`src/hw/ocf_defines.svh`:
```
// Command codes, field positions, reset values and timing counts for the over-current fault block
`ifndef OCF_DEFINES_SVH
`define OCF_DEFINES_SVH

`define OCF_CMD_ACTION     8'h47
`define OCF_CMD_LV_THRESH  8'h48
`define OCF_CMD_WARN       8'h4a
`define OCF_CMD_UNIT       8'hd2
`define OCF_CMD_STATUS     8'he0

`define OCF_RESP_HI        7
`define OCF_RESP_LO        6
`define OCF_RETRY_HI       5
`define OCF_RETRY_LO       3
`define OCF_DELAY_HI       2
`define OCF_DELAY_LO       0

`define OCF_RETRY_NONE     3'h0
`define OCF_RETRY_ENDLESS  3'h7

`define OCF_ACTION_RST     8'h00
`define OCF_LV_RST         16'h0000
`define OCF_WARN_RST       16'h7bff

`define OCF_CLK_MHZ        200
`define OCF_UNIT_NS        1000
`define OCF_UNIT_RST       16'((`OCF_UNIT_NS * `OCF_CLK_MHZ) / 1000)

`define OCF_STAT_FAULT     0
`define OCF_STAT_WARN      1
`define OCF_STAT_LATCHED   2
`define OCF_STAT_OUT_EN    3
`define OCF_STAT_LIMIT     4
`define OCF_STAT_ATT_LO    5

`endif

```
`src/hw/ocf_pkg.sv`:
```
// Types shared by the over-current fault block
package ocf_pkg;

  typedef enum logic [5:0] {
    ST_OFF   = 6'h01,
    ST_RUN   = 6'h02,
    ST_LIMIT = 6'h04,
    ST_WAIT  = 6'h08,
    ST_LATCH = 6'h10,
    ST_HOLD  = 6'h20
  } ocf_state_e;

  typedef enum logic [1:0] {
    MODE_IGNORE  = 2'h0,
    MODE_COND_CC = 2'h1,
    MODE_DELAY   = 2'h2,
    MODE_RESUME  = 2'h3
  } ocf_mode_e;

  typedef struct packed {
    logic       busy;
    logic       done;
    logic [7:0] units;
    logic [15:0] cyc;
  } ocf_timer_s;

  typedef struct packed {
    ocf_state_e  st;
    logic [2:0]  attempts;
    logic        fault;
    logic        alert;
    logic        warn;
    logic        out_en;
    logic        climit;
    logic        latched;
    logic [7:0]  action;
    logic [15:0] lv;
    logic [15:0] warn_lim;
    logic [15:0] unit;
    logic [15:0] rd_data;
    logic        rd_valid;
    logic        oc_meta;
    logic        oc_sync;
  } ocf_top_s;

endpackage : ocf_pkg

```
`src/hw/ocf_delay_timer.sv`:
```
// Delay timer counting two to the power of a code in time units of programmable length
`timescale 1ns/1ps
`include "ocf_defines.svh"

module ocf_delay_timer (
  input  wire logic        clk_i,
  input  wire logic        rst_i,
  input  wire logic        start_i,
  input  wire logic        stop_i,
  input  wire logic [2:0]  code_i,
  input  wire logic [15:0] unit_i,
  output logic             done_o,
  output logic             busy_o
);

  ocf_pkg::ocf_timer_s q;
  ocf_pkg::ocf_timer_s d;

  always_comb begin
    d      = q;
    d.done = 1'b0;
    if (stop_i) begin
      d.busy = 1'b0;
    end else if (start_i) begin
      d.busy  = 1'b1;
      d.units = 8'h01 << code_i;
      d.cyc   = unit_i;
    end else if (q.busy) begin
      // A unit of zero length behaves as one cycle
      if (q.cyc <= 16'h0001) begin
        if (q.units <= 8'h01) begin
          d.busy = 1'b0;
          d.done = 1'b1;
        end else begin
          d.units = q.units - 8'h01;
          d.cyc   = unit_i;
        end
      end else begin
        d.cyc = q.cyc - 16'h0001;
      end
    end
  end

  always_ff @(posedge clk_i) begin
    if (rst_i) begin
      q <= '0;
    end else begin
      q <= d;
    end
  end

  assign done_o = q.done;
  assign busy_o = q.busy;

endmodule : ocf_delay_timer

```
`src/hw/ocf_top.sv`:
```
// Over-current fault response, retry sequencing and threshold commands
`timescale 1ns/1ps
`include "ocf_defines.svh"

module ocf_top (
  input  wire logic        MCLK_I,
  input  wire logic        RST_I,
  input  wire logic        CMD_WR_I,
  input  wire logic        CMD_RD_I,
  input  wire logic [7:0]  CMD_CODE_I,
  input  wire logic [15:0] CMD_DATA_I,
  input  wire logic        CLEAR_FAULT_I,
  input  wire logic        OC_DETECT_I,
  input  wire logic        ON_I,
  input  wire logic        BIAS_OK_I,
  input  wire logic        OTHER_FAULT_I,
  input  wire logic [15:0] VOUT_SAMPLE_I,
  input  wire logic [15:0] IOUT_SAMPLE_I,
  input  wire logic        IOUT_VALID_I,
  output logic             OUT_EN_O,
  output logic             CURR_LIMIT_O,
  output logic             LATCHED_OFF_O,
  output logic             FAULT_STATUS_O,
  output logic             WARN_STATUS_O,
  output logic             ALERT_O,
  output logic [15:0]      LV_THRESHOLD_O,
  output logic [15:0]      WARN_THRESHOLD_O,
  output logic [15:0]      RD_DATA_O,
  output logic             RD_VALID_O
);

  ocf_pkg::ocf_top_s q;
  ocf_pkg::ocf_top_s d;

  logic              tmr_start;
  logic              tmr_stop;
  logic              tmr_done;
  logic              tmr_busy;
  logic              oc;
  logic              stop_req;
  logic              retry_ok;
  logic              low_vout;
  logic              warn_hit;
  logic signed [47:0] iout_lin;
  logic signed [47:0] warn_lin;
  logic [2:0]        retries;
  logic [2:0]        delay_code;
  ocf_pkg::ocf_mode_e mode;

  // Linear format: 5-bit signed exponent over 11-bit signed mantissa, scaled to a common fixed point
  function automatic logic signed [47:0] lin_val(input logic [15:0] w);
    logic signed [47:0] m;
    logic [5:0]         sh;
    m  = 48'(signed'(w[10:0]));
    // Offset the signed exponent by 16 so every shift is to the left
    sh = {w[15], w[15:11]} + 6'h10;
    return m <<< sh;
  endfunction : lin_val

  // One timer serves both the limiting phase and the retry gap
  ocf_delay_timer u_timer (
    .clk_i   (MCLK_I),
    .rst_i   (RST_I),
    .start_i (tmr_start),
    .stop_i  (tmr_stop),
    .code_i  (delay_code),
    .unit_i  (q.unit),
    .done_o  (tmr_done),
    .busy_o  (tmr_busy)
  );

  always_comb begin
    // Fault seen only after the two-flop synchroniser
    oc         = q.oc_sync;
    // Field decode of the stored action byte
    mode       = ocf_pkg::ocf_mode_e'(q.action[`OCF_RESP_HI:`OCF_RESP_LO]);
    retries    = q.action[`OCF_RETRY_HI:`OCF_RETRY_LO];
    delay_code = q.action[`OCF_DELAY_HI:`OCF_DELAY_LO];
    // Any stop source drops the output at once
    stop_req   = !ON_I || !BIAS_OK_I || OTHER_FAULT_I;
    // Unsigned compare, strictly below the threshold
    low_vout   = VOUT_SAMPLE_I < q.lv;
    iout_lin   = lin_val(IOUT_SAMPLE_I);
    warn_lin   = lin_val(q.warn_lim);
    warn_hit   = IOUT_VALID_I && (iout_lin > warn_lin);
    // Restart budget: none, endless, or bounded by the attempt count
    if (retries == `OCF_RETRY_NONE) begin
      retry_ok = 1'b0;
    end else if (retries == `OCF_RETRY_ENDLESS) begin
      retry_ok = 1'b1;
    end else begin
      retry_ok = q.attempts < retries;
    end
  end

  always_comb begin
    d          = q;
    d.rd_valid = 1'b0;
    // Two-flop synchroniser for the asynchronous comparator pin
    d.oc_meta  = OC_DETECT_I;
    d.oc_sync  = q.oc_meta;
    // Timer requests default low each cycle
    tmr_start  = 1'b0;
    tmr_stop   = 1'b0;

    // Command writes
    // Read-only and unknown codes fall through unchanged
    if (CMD_WR_I) begin
      case (CMD_CODE_I)
        `OCF_CMD_ACTION: begin
          d.action = CMD_DATA_I[7:0];
        end
        `OCF_CMD_LV_THRESH: begin
          d.lv = CMD_DATA_I;
        end
        `OCF_CMD_WARN: begin
          d.warn_lim = CMD_DATA_I;
        end
        `OCF_CMD_UNIT: begin
          d.unit = CMD_DATA_I;
        end
        default: begin
        end
      endcase
    end

    // Command reads; unmapped codes answer zero
    // Data answers one cycle later with a one-cycle valid pulse
    if (CMD_RD_I) begin
      d.rd_valid = 1'b1;
      case (CMD_CODE_I)
        `OCF_CMD_ACTION: begin
          d.rd_data = {8'h00, q.action};
        end
        `OCF_CMD_LV_THRESH: begin
          d.rd_data = q.lv;
        end
        `OCF_CMD_WARN: begin
          d.rd_data = q.warn_lim;
        end
        `OCF_CMD_UNIT: begin
          d.rd_data = q.unit;
        end
        `OCF_CMD_STATUS: begin
          d.rd_data                   = 16'h0000;
          d.rd_data[`OCF_STAT_FAULT]  = q.fault;
          d.rd_data[`OCF_STAT_WARN]   = q.warn;
          d.rd_data[`OCF_STAT_LATCHED] = q.latched;
          d.rd_data[`OCF_STAT_OUT_EN] = q.out_en;
          d.rd_data[`OCF_STAT_LIMIT]  = q.climit;
          d.rd_data[`OCF_STAT_ATT_LO +: 3] = q.attempts;
        end
        default: begin
          d.rd_data = 16'h0000;
        end
      endcase
    end

    // Sticky flags: a new event in the clearing cycle wins
    if (CLEAR_FAULT_I) begin
      d.fault = 1'b0;
      d.warn  = 1'b0;
    end
    if (oc) begin
      d.fault = 1'b1;
    end
    if (warn_hit) begin
      d.warn = 1'b1;
    end
    // Alert follows either sticky flag
    d.alert = d.fault || d.warn;

    // Stop sources override every state and restore the full retry budget
    if (stop_req) begin
      d.st       = ocf_pkg::ST_OFF;
      d.attempts = 3'h0;
      tmr_stop   = 1'b1;
    end else begin
      if (CLEAR_FAULT_I) begin
        d.attempts = 3'h0;
      end
      case (q.st)
        // Power-up or after a stop: enable on the next edge
        ocf_pkg::ST_OFF: begin
          d.st = ocf_pkg::ST_RUN;
        end
        // Normal operation; a synchronised fault picks the response
        ocf_pkg::ST_RUN: begin
          if (oc) begin
            case (mode)
              ocf_pkg::MODE_IGNORE: begin
                // Limit indefinitely, voltage ignored
                d.st = ocf_pkg::ST_LIMIT;
              end
              ocf_pkg::MODE_COND_CC: begin
                d.st = ocf_pkg::ST_LIMIT;
              end
              ocf_pkg::MODE_DELAY: begin
                d.st      = ocf_pkg::ST_LIMIT;
                tmr_start = 1'b1;
              end
              default: begin
                d.st = ocf_pkg::ST_HOLD;
              end
            endcase
          end
        end
        // Limiting: leave on fault loss, a switch to resume-when-ok mode or a shutdown condition
        ocf_pkg::ST_LIMIT: begin
          if (!oc) begin
            d.st     = ocf_pkg::ST_RUN;
            tmr_stop = 1'b1;
          end else if (mode == ocf_pkg::MODE_RESUME) begin
            // A switch to resume-when-ok mid-limit stops limiting at once
            d.st     = ocf_pkg::ST_HOLD;
            tmr_stop = 1'b1;
          end else if ((mode == ocf_pkg::MODE_COND_CC && low_vout) ||
                       (mode == ocf_pkg::MODE_DELAY && tmr_done)) begin
            // Shutdown: retry while the budget allows, else latch off
            if (retry_ok) begin
              d.st      = ocf_pkg::ST_WAIT;
              tmr_start = 1'b1;
            end else begin
              d.st     = ocf_pkg::ST_LATCH;
              tmr_stop = 1'b1;
            end
          end
        end
        // Output off for one delay before the next restart
        ocf_pkg::ST_WAIT: begin
          if (tmr_done) begin
            d.st = ocf_pkg::ST_RUN;
            // Endless retry never counts, so the counter cannot wrap
            if (retries != `OCF_RETRY_ENDLESS && !CLEAR_FAULT_I) begin
              d.attempts = q.attempts + 3'h1;
            end
          end
        end
        // Latched off until the host clears the fault or a stop source forces the off state
        ocf_pkg::ST_LATCH: begin
          if (CLEAR_FAULT_I) begin
            d.st = ocf_pkg::ST_OFF;
          end
        end
        // Resume-when-ok: off only while the fault lasts
        ocf_pkg::ST_HOLD: begin
          if (!oc) begin
            d.st = ocf_pkg::ST_RUN;
          end
        end
        default: begin
          d.st = ocf_pkg::ST_OFF;
        end
      endcase
    end

    // Outputs follow the next state so every port leaves a flip-flop
    d.out_en  = (d.st == ocf_pkg::ST_RUN) || (d.st == ocf_pkg::ST_LIMIT);
    d.climit  = d.st == ocf_pkg::ST_LIMIT;
    d.latched = d.st == ocf_pkg::ST_LATCH;
  end

  always_ff @(posedge MCLK_I) begin
    if (RST_I) begin
      // Clear everything, then load the power-on configuration
      q          <= '0;
      q.st       <= ocf_pkg::ST_OFF;
      q.action   <= `OCF_ACTION_RST;
      q.lv       <= `OCF_LV_RST;
      q.warn_lim <= `OCF_WARN_RST;
      q.unit     <= `OCF_UNIT_RST;
    end else begin
      q <= d;
    end
  end

  // Every port comes straight from a register
  assign OUT_EN_O         = q.out_en;
  assign CURR_LIMIT_O     = q.climit;
  assign LATCHED_OFF_O    = q.latched;
  assign FAULT_STATUS_O   = q.fault;
  assign WARN_STATUS_O    = q.warn;
  assign ALERT_O          = q.alert;
  assign LV_THRESHOLD_O   = q.lv;
  assign WARN_THRESHOLD_O = q.warn_lim;
  assign RD_DATA_O        = q.rd_data;
  assign RD_VALID_O       = q.rd_valid;

endmodule : ocf_top

```
`config.mk`:
```
export PLATFORM = sky130hd
export DESIGN_NAME = ocf_top
export DESIGN_NICKNAME = d
export VERILOG_FILES = /design/src/hw/ocf_pkg.sv /design/src/hw/ocf_delay_timer.sv /design/src/hw/ocf_top.sv
export VERILOG_INCLUDE_DIRS = /design/src /design/src/hw
export SDC_FILE = /design/constraint.sdc
export NUM_CORES = 1
export LEC_CHECK = 0
export BUFFER_PORTS_ARGS = -buffer_cell sky130_fd_sc_hd__buf_2
export CORE_ASPECT_RATIO = 1.1
export CORE_MARGIN = 2
export CORE_UTILIZATION = 61
export CTS_CLUSTER_DIAMETER = 40
export DETAILED_ROUTE_END_ITERATION = 12
export PLACE_DENSITY = 0.84
export SETUP_SLACK_MARGIN = 0.3
export SYNTH_ARGS = -nofsm -noshare
export SYNTH_HDL_FRONTEND = slang
export SYNTH_SLANG_ARGS = --single-unit
```
`constraint.sdc`:
```
create_clock -name MCLK_I -period 8.2 [get_ports MCLK_I]
set_input_delay 0.41 -clock MCLK_I [delete_from_list [all_inputs] [get_ports MCLK_I]]
set_output_delay 0.41 -clock MCLK_I [all_outputs]
set_load 0.03 [all_outputs]
```
==> impl_results.md <==
* Final worst path period share at 48.26%
* Avg Cell Area, Syn at 7.387 um^2
* Async set-reset flop share out of synthesis at 0%
* # DRC at 0
* Final setup vio count at 0
* Post-DP Area at between 0.009 and 0.01 mm^2
* Post-synth top area share at 25.33%
* GR Overflow Total at 0
* Worst-Skew Late Latency at 0.42 ns
* Final min period at a little under 4 ns
* Die X-Extent at 120.9 um
* #FFs+latches synth at 116
* Syn_nets at 1,371
* First-pass GRT wire length at about 42 mm
* First drt pass iteration count at 6
* # diodes at 0
* Synth area leaders: dfxtp_1, ha_1, nand2_1
* CTS buffer count at 17
* Clock Skew at 0.009057 ns
* Post-DP HPWL at just under 20 mm
* Crit start category: register
* CTS sink count at 116
* Max_slew headroom at 23.98%
* EDFF count, synth at 0
* CP Class: reg -> reg
* FF+latch area at 0.002322 mm^2
* Largest net degree at the start of global routing at 89
* Status: complete, no violations
* Leakage power at 4.110 nW
* RD Place Congestion at between 0.9 and 1
* Die ar. at 0.01603 mm^2
* Vias at 9,217
* Initial DRC count at slightly above 1,000
* Initial antenna violation count at 1
* Setup TNS at 0 ns
* Fmax at 252.7 MHz
* Post-synth cell types at 71
* RSZ-0062 raised after global routing: false
* H-tree level count at 4
* Worst Hold Class: in -> reg
* Hold Buf Count CTS at 0
* Max-cap viol count at 0
* Std-Cell Rows at 47
* Worst Path Required at 8.49 ns
* Root Driver: clkbuf_16
* Least-Margin Pin Slew at 1.136 ns
* Prevailing post-synth register cell: dfxtp_1
* Synth Warn # at 0
* WL/cell at 17.88 um
* Total Routing Usage GR at 32.51%
* # port buffers at 120
* Clk buf depth at 2
* Worst Setup End Kind: register
* Synth Instances at 1,241
* Post-CTS sizing at 0
* Vias in the first global route at 8,378
* Core ar. at 0.01488 mm^2
* TritonCTS clock tree: yes
* Mapped Area at 0.009168 mm^2
* Top-Level Pins at 121
* Design area at between 0.01 and 0.015 mm^2
* Post-CTS setup buffers at 0
* Clock transition at the registers of the reported paths at 0.05 ns
* Fill cells at around 1,200
* Most common cell in the netlist: nand2_1
* Final Hold Vio Count at 0
* CP Max Fanout at 21
* Area of the multi-input gates at roughly 0.0060 mm^2
* Pwr Density at about 150 mW/mm^2
* Die height at ~130 um
* VDD IR max at 0.1538 mV
* Antenna-violating nets left at 0
* Sequential element share of the synthesized area at 25.33%
* Routed Wire Length at 26.30 mm
* Area delta synth->final at 9.336%
* Largest area contributor in the netlist: dfxtp_1
* Post-synth top cells: nand2_1, dfxtp_1, a21oi_1, nor2_1, o21ai_0
* Drt via density at 6.266
* Nets at 1,392
* Crit path arrival time at 4.25 ns
* Fin. max-slew vios at 0
* Layout cell share with drive strength beyond 1 at between 10% and 20%
* Starting Density at 61.62%
-- metal layers --
| metal | global-route usage (%) | part of all wire, % | vias up |
|---|---|---|---|
| li1 | - | - | 4398 |
| met1 | 44.34 | 42 | 4229 |
| met2 | 50.19 | 45 | 499 |
| met3 | 5.603 | 9.7 | 89 |
| met4 | 14.41 | 3.8 | 2 |
| met5 | 0 | 0.049 | - |
-- layout make-up --
class | instances | share of cell area, %
multi-input cells | 946 | 59.78
flip-flops and latches | 116 | 23.17
repair buffers | 127 | 6.541
clock buffers | 24 | 4.806
well taps | 196 | 2.447
inverters | 54 | 2.022
clock inverters | 8 | 1.236
-- final timing paths --
check,start,end,slack (ns),depth (start not counted)
worst max register to register,WARN_THRESHOLD_O[12],ALERT_O,4.24,15
worst min-delay path,OC_DETECT_I,d[0],0.20,2
worst min register to register,d[0],oc,0.47,1
worst max-delay path,WARN_THRESHOLD_O[12],ALERT_O,4.24,15
-- power by group --
group | switching [mW] | internal, mW
combinational | 0.111 | 0.0694
sequential | 0.00444 | 0.569
clock | 0.260 | 0.501
total | 0.376 | 1.14
-- critical path: stages (launching register included) --
cell and delay, ns:
dfxtp_1 0.84, mux2_2 0.42, o21ai_0 0.43, nor2_1 0.08
nor2_1 0.15, a21oi_1 0.11, mux2i_1 0.16, ha_1 0.28
a21oi_1 0.15, nor2b_1 0.06, o21ai_0 0.17, nand2b_1 0.08
a21oi_1 0.16, o2111a_1 0.19, a21oi_1 0.08, or4_1 0.46
-- cells by family (layout without fill, tap and decap cells) --
family | after synthesis | in the layout | synth area share, %
compound gates | 309 | 309 | 22.03
flops | 116 | 116 | 25.33
simple gates | 494 | 494 | 25.75
buf+inv | 179 | 213 | 9.499
xor+xnor | 7 | 7 | 0.6688
fa+ha+maj | 64 | 64 | 8.735
mux | 72 | 72 | 7.984
-- sequential cells by signal (all words and copies together), names as in the netlist, 2 cells and up --
register and count:
WARN_THRESHOLD_O 16, RD_DATA_O 16, mode 2, delay_code 3, LV_THRESHOLD_O 16, u_timer.q 24, q 28
-- placed cells by master, fill, tap and decap left out, types with 8 or more instances in the layout --
cell,netlist,layout
and3_1,10,10
o21ai_0,76,76
nand2_1,200,200
a311oi_1,12,12
nor3_1,21,20
a222oi_1,9,9
buf_4,49,8
nand2b_1,9,9
nor2b_1,26,26
buf_2,6,119
a21o_1,21,21
a21oi_1,114,114
mux2i_1,63,63
mux2_2,9,9
o32ai_2,9,9
clkbuf_16,0,17
ha_1,64,64
dfxtp_1,116,116
nand3b_1,24,24
nor2_1,109,109
nand4_1,21,21
or3_1,13,13
nand3_1,21,21
inv_1,49,49
-- stage by stage --
| step | cells | utilization (%) | hold slack [ns] | setup slack (ns) | total power [mW] |
|---|---|---|---|---|---|
| global placement | 1439 | 63.30 | 0.4586 | 4.407 | 0.7578 |
| CTS | 1471 | 67.37 | 0.2046 | 4.335 | 1.509 |
| detailed placement | 1439 | 63.30 | 0.4669 | 4.356 | 0.7608 |
| floorplan | 1241 | - | 0.4138 | 4.832 | 0.7058 |
| finish | 1471 | 67.37 | 0.2042 | 4.243 | 1.515 |
| global route | 1471 | 67.37 | 0.2143 | 4.024 | 1.557 |
Note: power is estimated with default switching activity, not from simulation.
